$ cat src/hdl/adcsfc_defines.vh
// constants for the sample trigger, status pin and frame start control
// assumes it is included by bare name from every design file of the block
`ifndef ADCSFC_DEFINES_VH
`define ADCSFC_DEFINES_VH

// ----------------------------------------------------------------
// synchronised pin vector layout
// ----------------------------------------------------------------
`define ADCSFC_NPIN 4
`define ADCSFC_PIN_TRIG 0
`define ADCSFC_PIN_FS 1
`define ADCSFC_PIN_CS 2
`define ADCSFC_PIN_SCLK 3
// idle levels of the pins: trigger high, frame sync high, cs high, sclk low
`define ADCSFC_PIN_RST 4'h7

// ----------------------------------------------------------------
// modes and counts
// ----------------------------------------------------------------
`define ADCSFC_MODE_EOC 2'h0
`define ADCSFC_EDGE_LAST 4'hf
`define ADCSFC_SCLK_FIRST_TRIG 4'hb

// ----------------------------------------------------------------
// frame control states
// ----------------------------------------------------------------
`define ADCSFC_ST_IDLE 2'h0
`define ADCSFC_ST_ARMED 2'h1
`define ADCSFC_ST_ACTIVE 2'h2
`define ADCSFC_ST_DONE 2'h3

`endif

$ cat src/hdl/adcsfc_top.v
// sample trigger, end-of-conversion / interrupt pin and frame start control
// assumes pins arrive asynchronously; the converter core sits on clk_sys_i
//
// What this block does
// - in extended sampling mode a falling trigger starts sampling.
// - a rising trigger puts the sample/hold into hold and starts a conversion in the same cycle.
// - the sampling period lasts exactly as long as the trigger stays low.
// - the trigger acts regardless of sclk, chip select and frame sync.
// - the status pin is an end-of-conversion flag in mode 00, else an interrupt.
// - as a flag it goes low at end of sampling and stays low until data is ready.
// - as an interrupt it falls to signal that conversion data is ready.
// - a pending interrupt clears on cs fall, frame sync rise or trigger fall.
// - a rising frame sync marks the start of a serial frame either way.
// - with frame sync low at cs fall, the next frame sync rise starts the cycle.
// - cs fall clears the counter, enables sdi, sclk and sdo; with fs high it starts.
`timescale 1ns/10ps
`default_nettype none
`include "adcsfc_defines.vh"

module adcsfc_top (
    input wire clk_sys_i,
    input wire rst_i,
    input wire ext_sample_trigger_n_i,
    input wire frame_sync_in_i,
    input wire chip_select_n_i,
    input wire serial_clk_i,
    input wire ext_sampling_mode_i,
    input wire [1:0] conv_mode_i,
    input wire sample_end_i,
    input wire conv_done_i,
    output reg sampling_o,
    output reg conv_start_o,
    output reg conv_busy_o,
    output reg status_n_o,
    output reg frame_start_o,
    output reg cycle_active_o,
    output reg serial_en_o,
    output reg sdo_oe_o,
    output reg [3:0] edge_count_o,
    output reg early_trigger_o
);

    // ------------------------------------------------------------
    // pin synchronisers
    // ------------------------------------------------------------
    wire [`ADCSFC_NPIN-1:0] pins_raw;
    wire [`ADCSFC_NPIN-1:0] pin_level;
    wire [`ADCSFC_NPIN-1:0] pin_rise;
    wire [`ADCSFC_NPIN-1:0] pin_fall;
    localparam [`ADCSFC_NPIN-1:0] PIN_RST = `ADCSFC_PIN_RST;

    assign pins_raw[`ADCSFC_PIN_TRIG] = ext_sample_trigger_n_i;
    assign pins_raw[`ADCSFC_PIN_FS] = frame_sync_in_i;
    assign pins_raw[`ADCSFC_PIN_CS] = chip_select_n_i;
    assign pins_raw[`ADCSFC_PIN_SCLK] = serial_clk_i;

    // every host pin is resynchronised; edges come from the filtered level
    genvar gi;
    generate
        for (gi = 0; gi < `ADCSFC_NPIN; gi = gi + 1) begin : g_sync
            adcsfc_sync #(
                .RST_LEVEL(PIN_RST[gi])
            ) u_sync (
                .clk_sys_i(clk_sys_i),
                .rst_i(rst_i),
                .pin_i(pins_raw[gi]),
                .level_o(pin_level[gi]),
                .rise_o(pin_rise[gi]),
                .fall_o(pin_fall[gi])
            );
        end
    endgenerate

    wire trig_fall = pin_fall[`ADCSFC_PIN_TRIG];
    wire trig_rise = pin_rise[`ADCSFC_PIN_TRIG];
    wire fs_level = pin_level[`ADCSFC_PIN_FS];
    wire fs_rise = pin_rise[`ADCSFC_PIN_FS];
    wire cs_n_level = pin_level[`ADCSFC_PIN_CS];
    wire cs_fall = pin_fall[`ADCSFC_PIN_CS];
    wire cs_rise = pin_rise[`ADCSFC_PIN_CS];
    wire sclk_rise = pin_rise[`ADCSFC_PIN_SCLK];
    wire sclk_fall = pin_fall[`ADCSFC_PIN_SCLK];

    // ------------------------------------------------------------
    // sampling and conversion start
    // ------------------------------------------------------------
    // trigger edges are used in extended mode with no gate from sclk, cs or
    // fs; a trigger that idles high therefore never opens a sample window
    wire ext_start = ext_sampling_mode_i & trig_fall;
    wire ext_stop = ext_sampling_mode_i & trig_rise & sampling_o;
    wire sample_done = ext_stop | (~ext_sampling_mode_i & sample_end_i);

    // the sample window spans exactly the low time of the trigger
    always @(posedge clk_sys_i) begin
        if (rst_i) begin
            sampling_o <= 1'b0;
        end else if (ext_start) begin
            sampling_o <= 1'b1;
        end else if (ext_stop) begin
            sampling_o <= 1'b0;
        end
    end

    // hold is taken in the same edge that registers the start pulse
    always @(posedge clk_sys_i) begin
        if (rst_i) begin
            conv_start_o <= 1'b0;
        end else begin
            conv_start_o <= ext_stop;
        end
    end

    // busy relies on the host keeping the trigger high until done;
    // a done in the start cycle is ignored, start wins
    always @(posedge clk_sys_i) begin
        if (rst_i) begin
            conv_busy_o <= 1'b0;
        end else if (conv_start_o) begin
            conv_busy_o <= 1'b1;
        end else if (conv_done_i) begin
            conv_busy_o <= 1'b0;
        end
    end

    // ------------------------------------------------------------
    // early trigger watch
    // ------------------------------------------------------------
    reg [3:0] sclk_rises_q;
    reg [3:0] sclk_rises_d;
    reg first_trig_seen_q;

    // saturating count of sclk rises seen since reset
    always @* begin
        sclk_rises_d = sclk_rises_q;
        if (sclk_rise && sclk_rises_q != `ADCSFC_SCLK_FIRST_TRIG) begin
            sclk_rises_d = sclk_rises_q + 4'h1;
        end
    end

    // flags a first trigger fall that came before the 11th sclk rise;
    // the trigger is still obeyed, the flag only reports the violation
    always @(posedge clk_sys_i) begin
        if (rst_i) begin
            sclk_rises_q <= 4'h0;
            first_trig_seen_q <= 1'b0;
            early_trigger_o <= 1'b0;
        end else begin
            sclk_rises_q <= sclk_rises_d;
            if (trig_fall && !first_trig_seen_q) begin
                first_trig_seen_q <= 1'b1;
                if (sclk_rises_q != `ADCSFC_SCLK_FIRST_TRIG) begin
                    early_trigger_o <= 1'b1;
                end
            end
        end
    end

    // ------------------------------------------------------------
    // end-of-conversion / interrupt pin
    // ------------------------------------------------------------
    wire eoc_use = (conv_mode_i == `ADCSFC_MODE_EOC);
    wire int_clear = cs_fall | fs_rise | trig_fall;

    // flag mode: low from end of sampling until data ready;
    // interrupt mode: fall on data ready, rise on the next clear event;
    // a data-ready in the clear cycle wins so the event is not lost
    always @(posedge clk_sys_i) begin
        if (rst_i) begin
            status_n_o <= 1'b1;
        end else if (eoc_use) begin
            if (sample_done) begin
                status_n_o <= 1'b0;
            end else if (conv_done_i) begin
                status_n_o <= 1'b1;
            end
        end else begin
            if (conv_done_i) begin
                status_n_o <= 1'b0;
            end else if (int_clear) begin
                status_n_o <= 1'b1;
            end
        end
    end

    // ------------------------------------------------------------
    // frame start and edge counter
    // ------------------------------------------------------------
    reg [1:0] state_q;
    reg [1:0] state_d;
    reg start_d;
    reg clear_d;
    reg en_d;
    reg oe_d;

    // fs rise with cs low starts a frame from any state, so a chip select
    // tied low still works; a host with fs tied high starts on cs fall
    always @* begin
        state_d = state_q;
        start_d = 1'b0;
        clear_d = 1'b0;
        en_d = serial_en_o;
        oe_d = sdo_oe_o;
        case (state_q)
            `ADCSFC_ST_IDLE: begin
                if (cs_fall) begin
                    clear_d = 1'b1;
                    en_d = 1'b1;
                    oe_d = 1'b1;
                    if (fs_level) begin
                        state_d = `ADCSFC_ST_ACTIVE;
                        start_d = 1'b1;
                    end else begin
                        state_d = `ADCSFC_ST_ARMED;
                    end
                end else if (fs_rise && !cs_n_level) begin
                    state_d = `ADCSFC_ST_ACTIVE;
                    start_d = 1'b1;
                    clear_d = 1'b1;
                    en_d = 1'b1;
                    oe_d = 1'b1;
                end
            end
            `ADCSFC_ST_ARMED: begin
                if (fs_rise) begin
                    state_d = `ADCSFC_ST_ACTIVE;
                    start_d = 1'b1;
                    clear_d = 1'b1;
                    en_d = 1'b1;
                    oe_d = 1'b1;
                end
            end
            `ADCSFC_ST_ACTIVE: begin
                if (fs_rise) begin
                    start_d = 1'b1;
                    clear_d = 1'b1;
                    en_d = 1'b1;
                    oe_d = 1'b1;
                end else if (sclk_fall && edge_count_o == `ADCSFC_EDGE_LAST) begin
                    state_d = `ADCSFC_ST_DONE;
                    en_d = 1'b0;
                    oe_d = 1'b0;
                end
            end
            `ADCSFC_ST_DONE: begin
                if (fs_rise) begin
                    state_d = `ADCSFC_ST_ACTIVE;
                    start_d = 1'b1;
                    clear_d = 1'b1;
                    en_d = 1'b1;
                    oe_d = 1'b1;
                end
            end
            default: begin
                state_d = `ADCSFC_ST_IDLE;
                en_d = 1'b0;
                oe_d = 1'b0;
            end
        endcase
        // cs high ends everything; it outranks any edge in the same cycle
        if (cs_rise) begin
            state_d = `ADCSFC_ST_IDLE;
            start_d = 1'b0;
            clear_d = 1'b0;
            en_d = 1'b0;
            oe_d = 1'b0;
        end
    end

    // state, enables and the one-cycle frame start pulse
    always @(posedge clk_sys_i) begin
        if (rst_i) begin
            state_q <= `ADCSFC_ST_IDLE;
            frame_start_o <= 1'b0;
            cycle_active_o <= 1'b0;
            serial_en_o <= 1'b0;
            sdo_oe_o <= 1'b0;
        end else begin
            state_q <= state_d;
            frame_start_o <= start_d;
            cycle_active_o <= (state_d == `ADCSFC_ST_ACTIVE);
            serial_en_o <= en_d;
            sdo_oe_o <= oe_d;
        end
    end

    // edge counter counts sclk falls only inside an active cycle
    always @(posedge clk_sys_i) begin
        if (rst_i) begin
            edge_count_o <= 4'h0;
        end else if (clear_d) begin
            edge_count_o <= 4'h0;
        end else if (state_q == `ADCSFC_ST_ACTIVE && sclk_fall) begin
            edge_count_o <= edge_count_o + 4'h1;
        end
    end

endmodule
`default_nettype wire

$ cat src/hdl/adcsfc_sync.v
// three-stage synchroniser with agreement filter and edge pulses
// assumes the input is asynchronous to clk_sys_i; reset is synchronous
`timescale 1ns/10ps
`default_nettype none
`include "adcsfc_defines.vh"

module adcsfc_sync #(
    parameter [0:0] RST_LEVEL = 1'b1
) (
    input wire clk_sys_i,
    input wire rst_i,
    input wire pin_i,
    output reg level_o,
    output reg rise_o,
    output reg fall_o
);

    // ------------------------------------------------------------
    // flop chain
    // ------------------------------------------------------------
    reg meta_q;
    reg stage2_q;
    reg stage3_q;

    // meta_q is read only by stage2_q so a metastable value never fans out
    always @(posedge clk_sys_i) begin
        if (rst_i) begin
            meta_q <= RST_LEVEL;
            stage2_q <= RST_LEVEL;
            stage3_q <= RST_LEVEL;
        end else begin
            meta_q <= pin_i;
            stage2_q <= meta_q;
            stage3_q <= stage2_q;
        end
    end

    // ------------------------------------------------------------
    // filtered level and edges
    // ------------------------------------------------------------
    // a change is accepted only once stages two and three agree
    always @(posedge clk_sys_i) begin
        if (rst_i) begin
            level_o <= RST_LEVEL;
            rise_o <= 1'b0;
            fall_o <= 1'b0;
        end else begin
            rise_o <= 1'b0;
            fall_o <= 1'b0;
            if (stage2_q == stage3_q && stage3_q != level_o) begin
                level_o <= stage3_q;
                rise_o <= stage3_q;
                fall_o <= ~stage3_q;
            end
        end
    end

endmodule
`default_nettype wire

$ cat config.mk
export PLATFORM = sky130hd
export DESIGN_NAME = adcsfc_top
export DESIGN_NICKNAME = d
export VERILOG_FILES = /design/src/hdl/adcsfc_top.v /design/src/hdl/adcsfc_sync.v
export VERILOG_INCLUDE_DIRS = /design/src /design/src/hdl
export SDC_FILE = /design/constraint.sdc
export NUM_CORES = 1
export LEC_CHECK = 0
export BUFFER_PORTS_ARGS = -buffer_cell sky130_fd_sc_hd__buf_4
export CORE_ASPECT_RATIO = 0.5
export CORE_MARGIN = 3
export CORE_UTILIZATION = 25
export CTS_CLUSTER_DIAMETER = 150
export DETAILED_ROUTE_END_ITERATION = 7
export GPL_TIMING_DRIVEN = 0
export MAX_ROUTING_LAYER = met4
export PLACE_DENSITY_LB_ADDON = 0.12
export SLEW_MARGIN = 20
export SYNTH_ARGS = -nofsm -noshare
export SYNTH_HDL_FRONTEND = slang
export SYNTH_SLANG_ARGS = --single-unit
$ cat constraint.sdc
create_clock -name clk_sys_i -period 1.2 [get_ports clk_sys_i]
set_input_delay 0.12 -clock clk_sys_i [delete_from_list [all_inputs] [get_ports clk_sys_i]]
set_output_delay 0.12 -clock clk_sys_i [all_outputs]
set_load 0.02 [all_outputs]
======== Word-level counts from Yosys, hierarchy flattened ========
Cells that the tools add are included.
W data, S select, Z words.
storage, ports and cells
  flip-flop bits (word level) ............. 42
  input bits .............................. 11
  output and inout bits ................... 13
  logic and storage cells ................. 128
cells by class
  $add $sub $neg .......................... 2
  equal/unequal tests ..................... 18
  mux-type cells .......................... 31
  bitwise operators ....................... 15
  reductions and logical operators ........ 27
operators by type and width
  operator               count
  $mux W1                20
  $mux W2                7
  $reduce_or A2 Y1       7
  $logic_and A1 B1 Y1    9
  $add A4 B1 Y4 const B  2
  $not A1 Y1             8
  $eq A2 B2 Y1 const B   3
  $ne A3 B2 Y1 const B   2
  $pmux W2 S3            1
  $and A1 B1 Y1          4
  $eq A1 B1 Y1           4
  $eq A4 B4 Y1 const B   1
  $logic_not A2 Y1       2
  $ne A1 B1 Y1           4
  $ne A4 B4 Y1 const B   1
  $pmux W1 S2            2
  $reduce_and A2 Y1      2
  $reduce_bool A2 Y1     2
  $ne A3 B3 Y1 const B   1
  $or A1 B1 Y1           3
  $pmux W1 S3            1
  $reduce_and A3 Y1      1
  $reduce_bool A3 Y1     1
  $reduce_or A3 Y1       1
  other kinds (3)        4

======== Logic depth before layout (Yosys ltp) ========
Gate-level depths: netlist (run 1).
  depth after elaboration ................. 7
  depth in mapped cells ................... 4
  depth with buffers taken out ............ 4

======== By module ========
Synthesis (run 1) repeated with hierarchy kept, for this count alone.
second synthesis, totals
  cell total of the unflattened synthesis .. 154
  area, all modules ....................... 1,567.8 um2
modules (own cells, without submodules)
  module                               times used  cells an instance  area each (um2)
  adcsfc_top                           1           95                 860.8
  adcsfc_sync at g_sync[0].u_sync ...  3           15                 176.4
  adcsfc_sync at g_sync[3].u_sync      1           14                 177.7

======== Worst setup path before layout (run 1) ========
Ideal clock, no wire load.
  path type ............................... reg-to-reg
  from .................................... register state_q[1]
  to ...................................... register edge_count_o[3]
  setup time .............................. 70 ps
  arrival ................................. 1,223 ps
  required time ........................... 1,130 ps
  setup slack ............................. -93 ps
  stages on the path, launching flop included .. 4
  buffers on the path ..................... 0
  clock period less this slack ............ 1,293 ps
  path through ............................ dfxtp_1 or3b_1 a311o_1 a21oi_1
between the ends
  word-level cells in the longest chain between the ends .. 5
ends and longest elaborated chain
  item                                                 line              source
  start, declared                                      adcsfc_top.v:188  reg [1:0] state_q;
  start signal, assigned                               adcsfc_top.v:272  state_q <= `ADCSFC_ST_IDLE;
  start signal, assigned                               adcsfc_top.v:278  state_q <= state_d;
  $eq A2 B2 Y1 / $eq A2 B1 Y1 (equally long branches)  adcsfc_top.v:203  case (state_q)
  $reduce_or A3 Y1 (no source line)                    --
  $pmux W1 S2                                          adcsfc_top.v:203
  $mux W1                                              adcsfc_top.v:260  if (cs_rise) begin
  $reduce_or A2 Y1 (no source line)                    --
  end signal, assigned                                 adcsfc_top.v:293  edge_count_o <= edge_count_o + 4'h1;
  end, declared                                        adcsfc_top.v:39   output reg [3:0] edge_count_o,
Several ways; a longest one is shown, not always the timed one.
A chain may end at the register's enable or synchronous reset.

======== Worst setup path after layout (run 1) ========
  from .................................... register state_q[1]
  to ...................................... register edge_count_o[1]
The elaborated chain is that of the path after synthesis.

==> results.md, run 1 <==
- Status: finished with violations
- Failing checks: setup timing
- Number of remaining DRC errors: 0
- Largest net degree at the start of global routing: 13
- Register area share after synthesis: 0.565
- Synth Warn #: 0
- Top post-synthesis cells by area: dfxtp_1 (56%), nor2_1 (4.8%), a21oi_1 (3.7%)
- Leak: 0.809 nW
- Iter 0 DRT Violations: 17
- Clock-pin slew on the worst setup and hold paths: 60 ps
- Routed WL per cell: 11.6 µm
- Port-buffer cells: 23
- Worst hold slack: 23.0 ps
- DP Area: 1750 µm²
- Syn nets: 166
- Crit. End Element: flop
- Avg Cell Area, Syn: 9.73 µm²
- Post-Synth XOR/XNOR Area: 0.0176
- Final nets: 202
- Primary FF master, synth: dfxtp_1
- # hold bufs at CTS: 0
- Ports: 24
- Clk root buf: clkbuf_16
- All-layer global routing usage: 0.0963
- Final slew viol count: 0
- Final HPWL DP: 2.06 mm
- Via-to-Cell Ratio: 4.34
- Largest family of logic cells by synthesized area: simple AND/OR/NAND/NOR gates
- Critical Path AT: 1580 ps
- Die X: 115 µm
- Number of global-route vias before repair: 1095
- Post-synth design cell area: 1490 µm²
- Post-layout min period: 1380 ps
- Area of the multi-input gates: 646 µm²
- Slew headroom: 0.661
- Synth Area in Compound Gates: 0.121
- Fin cells: 262
- Final setup vio count: 7
- Power per cell area: 1390 nW/µm²
- Mapped Cells: 153
- Initial antenna violation count: 0
- First-pass GRT wire length: 5.02 mm
- Pwr Total: 2.77 mW
- Worst Tran Pin Value: 508 ps
- Area of the core: 5610 µm²
- Mux cell area share after synthesis: 0.0134
- Cell Rows: 19
- Post-synth top area cell: dfxtp_1
- Grt total ovfl: 0
- Ant diodes: 0
- Max cap viols: 0
- Fill cell count: 569
- Post-synthesis adder-cell area fraction: 0.0168
- Max Freq: 726 MHz
- Min-Delay Path Depth: 2
- Tcrit/Tclk final: 1.15
- Sink Count: 42
- HP Class: in -> reg
- Post-synthesis cell type count: 37
- Yosys reg bits: 42
- RSZ-0062 raised after global routing: yes
- Setup WS pre-CTS: -155 ps
- Die height: 60.6 µm
- TritonCTS clock tree: yes
- Clock buffer count from CTS: 5
- Antenna-violating nets left: 0
- 1st-pass router iterations: 4
- Core Util, Final: 0.356
- Gpl congestion: 0.746
- R2R depth: 3
- Final Hold Vio Count: 0
- Worst Path Required: 1410 ps
- Critical Path Fanout Max: 4
- Layout area overhead: 34.0%
- Startpoint Class: flop
- Critical path class: reg -> reg
- Seq. cell area: 857 µm²
- Yosys top cell area share: 0.565
- EDFF count, synth: 0
- Initial Util: 0.265
- Simple-Gate Fraction of Synth Area: 0.236
- Htree depth: 2
- Finished Cell Area: 2000 µm²
- DR vias: 1138
- DIE AREA: 6970 µm²
- Clock Skews: 4.58 ps
- Share of cells above drive strength 1: 0.296
- Buffer depth of the longest clock path: 2
- VDD IR max: 0.527 mV
- Worst setup margin: -177 ps
- Placed insts: 249
- Setup TNS: -874 ps
- Async SR Flop Fraction: 0
- Final wirelength: 3.03 mm
- Clk_lat worst skew: 270 ps
## sequential cells by signal (all words and copies together) (netlist names), 2 cells and up
name	flops
g_sync.u_sync.stage2_q	4
state_q	2
g_sync.u_sync.rise_o	4
g_sync.u_sync.level_o	4
g_sync.u_sync.fall_o	3
sclk_rises_q	4
g_sync.u_sync.meta_q	4
edge_count_o	4
g_sync.u_sync.stage3_q	4
## cell usage in the layout, fill, tap and decap left out, types with 4 or more instances in the layout
cell,instances
a21oi_1,10
buf_4,29
clkbuf_16,5
dfxtp_1,35
dfxtp_2,4
inv_1,7
nand2_1,7
nor2_1,19
nor2b_1,4
nor3_1,4
o21ai_0,6
or2_1,5
or2_2,4
## worst max-delay path, cell delays in order, from the launching register on
cell and delay (ps):
dfxtp_4 350, or3b_4 400, a311o_1 410, nor2_1 140
## report_power, final
group	switching [mW]	total [mW]	internal [mW]
Clock	0.497	1.25	0.750
Sequential	0.0129	1.42	1.41
Combinational	0.0470	0.0984	0.0514
Total	0.557	2.77	2.21
## per-layer routing
metal / GRT usage / vias up / part of all wire
li1: - / 600 / -
met1: 0.118 / 519 / 0.52
met2: 0.148 / 15 / 0.43
met3: 0.0339 / 4 / 0.040
met4: 0.0351 / 0 / 0.017
met5: - / - / 0
## cell families (layout without fill, tap and decap cells)
group	after synthesis	count (layout)
compound gates	29	29
mux	2	2
flops	42	42
simple gates	64	64
fa+ha+maj	2	2
buf+inv	11	47
xor+xnor	3	3
## cell type report
class | instances | area share
flip-flops and latches | 42 | 0.429
multi-input cells | 100 | 0.324
repair buffers | 29 | 0.111
clock buffers | 5 | 0.0627
well taps | 73 | 0.0458
inverters | 7 | 0.0132
plain buffers | 4 | 0.00940
clock inverters | 2 | 0.00502
## synth_stat cells, types with 2 or more instances
cell	number
dfxtp_1	42
nor2_1	19
a21oi_1	11
nand2_1	8
inv_1	7
o21ai_0	6
or2_1	5
nor2b_1	4
nor3_1	4
or2_2	4
clkbuf_1	3
o21bai_1	3
xor2_1	3
a22oi_1	2
and3b_1	2
ha_1	2
mux2i_1	2
nand3_1	2
nand3b_1	2
nand4b_1	2
nor3b_1	2
nor4b_1	2
or3_1	2
## worst paths after layout
| check | from | to | slack [ps] |
|---|---|---|---|
| max | state_q[1] | edge_count_o[1] | -180 |
| min | ext_sample_trigger_n_i | g_sync[0].u_sync.meta_q | 20 |
| max reg2reg | state_q[1] | edge_count_o[1] | -180 |
| min reg2reg | g_sync[2].u_sync.meta_q | g_sync[2].u_sync.stage2_q | 400 |
## what timing repair did
item                                    in CTS  in global routing
pin swaps                                    6                  6
resized for setup                            9                 10
buffers inserted                             2                  4
endpoints found under the setup margin      10                 11
Power figures use the tool's default switching activity.
==> inputs of run 2 (changes only) <==
--- a/config.mk
+++ b/config.mk
@@ -9,7 +9,7 @@
 export BUFFER_PORTS_ARGS = -buffer_cell sky130_fd_sc_hd__buf_4
 export CORE_ASPECT_RATIO = 0.5
 export CORE_MARGIN = 3
-export CORE_UTILIZATION = 25
+export CORE_UTILIZATION = 30
 export CTS_CLUSTER_DIAMETER = 150
 export DETAILED_ROUTE_END_ITERATION = 7
 export GPL_TIMING_DRIVEN = 0
==> run 2 against run 1 <==
Sequential power hardly changed. First-iteration DRC count grew to 3.2 times the previous value. Wire length is 4.9% lower. Clock-buffer cell count is 2 higher. Non-clock buffer count is 1 higher. Final area is 4.2% lower. Hold slack worse by 14 ps. Critical path type unchanged. Critical path depth stayed put. The run still ends with setup timing left. Power is 15% lower. Clock power is 33% lower. Final cell count is 2.3% lower. Via count is 1.8% higher.
==> results.md, run 2 (synthesis results as in run 1) <==
- Setup TNS: -580 ps (+293 ps)
- Largest net degree at the start of global routing: 12 (-1)
- Clk_lat worst skew: 290 ps (+20 ps)
- DR vias: 1159 (+1.8%)
- Worst hold slack: 9.37 ps (-13.6 ps)
- Post-layout min period: 1340 ps (-40.8 ps)
- Die height: 55.8 µm (-7.9%)
- Register share of total power: 0.603 (+0.089)
- Ant diodes: 0 (unchanged)
- RSZ-0062 raised after global routing: yes
- Switching pwr: 0.498 mW (-11%)
- 1st-pass router iterations: 4 (unchanged)
- Max Freq: 749 MHz (+3.1%)
- Clock network fraction of total power: 0.356 (-0.095)
- Via-to-Cell Ratio: 4.53 (+4.2%)
- Clock Skews: 5.04 ps (+0.464 ps)
- Final wirelength: 2.88 mm (-4.9%)
- Buffer depth of the longest clock path: 2 (unchanged)
- Port-buffer cells: 23 (unchanged)
- Initial antenna violation count: 0 (unchanged)
- HP Class: in -> reg
- Status: finished with violations
- Iter 0 DRT Violations: 54 (+37)
- Critical Path Fanout Max: 4 (unchanged)
- Max cap viols: 0 (unchanged)
- Commonest cells after routing, fill and taps aside: dfxtp_1 (36), buf_4 (31), nor2_1 (19)
- Antenna-violating nets left: 0 (unchanged)
- Leak: 0.780 nW (-3.6%)
- Sink Count: 42 (unchanged)
- Clock-pin slew on the worst setup and hold paths: 70 ps (about the same)
- Gpl congestion: 0.797 (+6.9%)
- Worst Path Required: 1420 ps (about the same)
- Combinational share of power: 0.041 (+0.005)
- DP Area: 1750 µm² (-0.50%)
- Clk root buf: clkbuf_8
- Final setup vio count: 7 (unchanged)
- Power per cell area: 1230 nW/µm² (-11%)
- Tcrit/Tclk final: 1.11 (-0.0340)
- Final Hold Vio Count: 0 (unchanged)
- Final nets: 203 (+0.50%)
- DIE AREA: 5900 µm² (-15%)
- Final HPWL DP: 1.97 mm (-4.5%)
- Htree depth: 2 (unchanged)
- VDD IR max: 0.412 mV (-22%)
- Crit. End Element: flop
- Critical Path AT: 1560 ps (-20 ps)
- Share of cells above drive strength 1: 0.263 (-0.0331)
- Finished Cell Area: 1910 µm² (-4.2%)
- Power Internal: 1.86 mW (-16%)
- First-pass GRT wire length: 4.84 mm (-3.7%)
- TritonCTS clock tree: yes
- Placed insts: 242 (-2.8%)
- Ports: 24 (unchanged)
- Initial Util: 0.324 (+0.0587)
- Number of remaining DRC errors: 0 (unchanged)
- Cell Rows: 17 (-2)
- Slew headroom: 0.672 (+0.0108)
- Layout area overhead: 28.4%
- Pwr Total: 2.36 mW (-15%)
- Failing checks: setup timing
- Routed WL per cell: 11.3 µm (-2.7%)
- Area of the core: 4590 µm² (-18%)
- Core Util, Final: 0.416 (+0.0604)
- Fin cells: 256 (-2.3%)
- Die X: 106 µm (-8.3%)
- Most common cell after layout, fill and taps aside: dfxtp_1
- Final slew viol count: 0 (unchanged)
- Worst setup margin: -136 ps (+40.8 ps)
- Critical path class: reg -> reg
- Setup WS pre-CTS: -156 ps (-0.481 ps)
- Worst Tran Pin Value: 492 ps (-16.2 ps)
- Startpoint Class: flop
- Number of global-route vias before repair: 1095 (unchanged)
- Worst reg-to-reg setup slack: -140 ps (+40 ps)
- All-layer global routing usage: 0.106 (+0.00993)
- Clock buffer count from CTS: 5 (unchanged)
- Grt total ovfl: 0 (unchanged)
- Sw Share: 0.211 (+0.0101)
[run 2: power groups by stage]
| stage | registers, mW | logic [mW] | clock network (mW) |
|---|---|---|---|
| floorplan | 1.46 | 0.0446 | 0 |
| global placement | 1.46 | 0.0945 | 0 |
| detailed placement | 1.46 | 0.0955 | 0 |
| CTS | 1.42 | 0.0974 | 0.881 |
| global route | 1.42 | 0.107 | 0.924 |
| finish | 1.42 | 0.0959 | 0.840 |
[run 2: critical path, cell delays in order (launching register included)]
cell	delay, ps
dfxtp_4	350
or3b_1	390
a311o_1	410
a21oi_1	130
[run 2: area by class of cell]
| type | count | area (µm²) |
|---|---|---|
| buffer | 4 | 18.8 |
| clock buffer | 7 | 76.3 |
| fill | 504 | 2680 |
| inverter | 7 | 26.3 |
| multi-input combinational | 100 | 629 |
| sequential | 42 | 853 |
| tap | 66 | 82.6 |
| timing repair buffer | 30 | 225 |
[run 2: final timing paths]
kind | end | from | cells past startpoint
worst min-delay path | g_sync[0].u_sync.meta_q | ext_sample_trigger_n_i | 2
worst max register to register | edge_count_o[3] | state_q[1] | 3
worst max-delay path | edge_count_o[3] | state_q[1] | 3
worst min register to register | g_sync[2].u_sync.stage2_q | g_sync[2].u_sync.meta_q | 1
[run 2: routing by layer]
metal,routed length (µm),global-route usage,vias up,share of wire
met5,0,-,-,0
met4,19,0.0443,0,0.0066
met3,185,0.0359,3,0.064
met2,1260,0.159,26,0.44
met1,1420,0.132,528,0.49
li1,-,-,602,-
[run 2: timing repair]
action / 4_1_cts / 5_1_grt
hold buffers: 0 / 0
setup buffers: 6 / 1
endpoints found under the setup margin: 9 / 11
pin swaps: 4 / 2
hold endpoints to repair: 0 / 0
resized for setup: 10 / 3
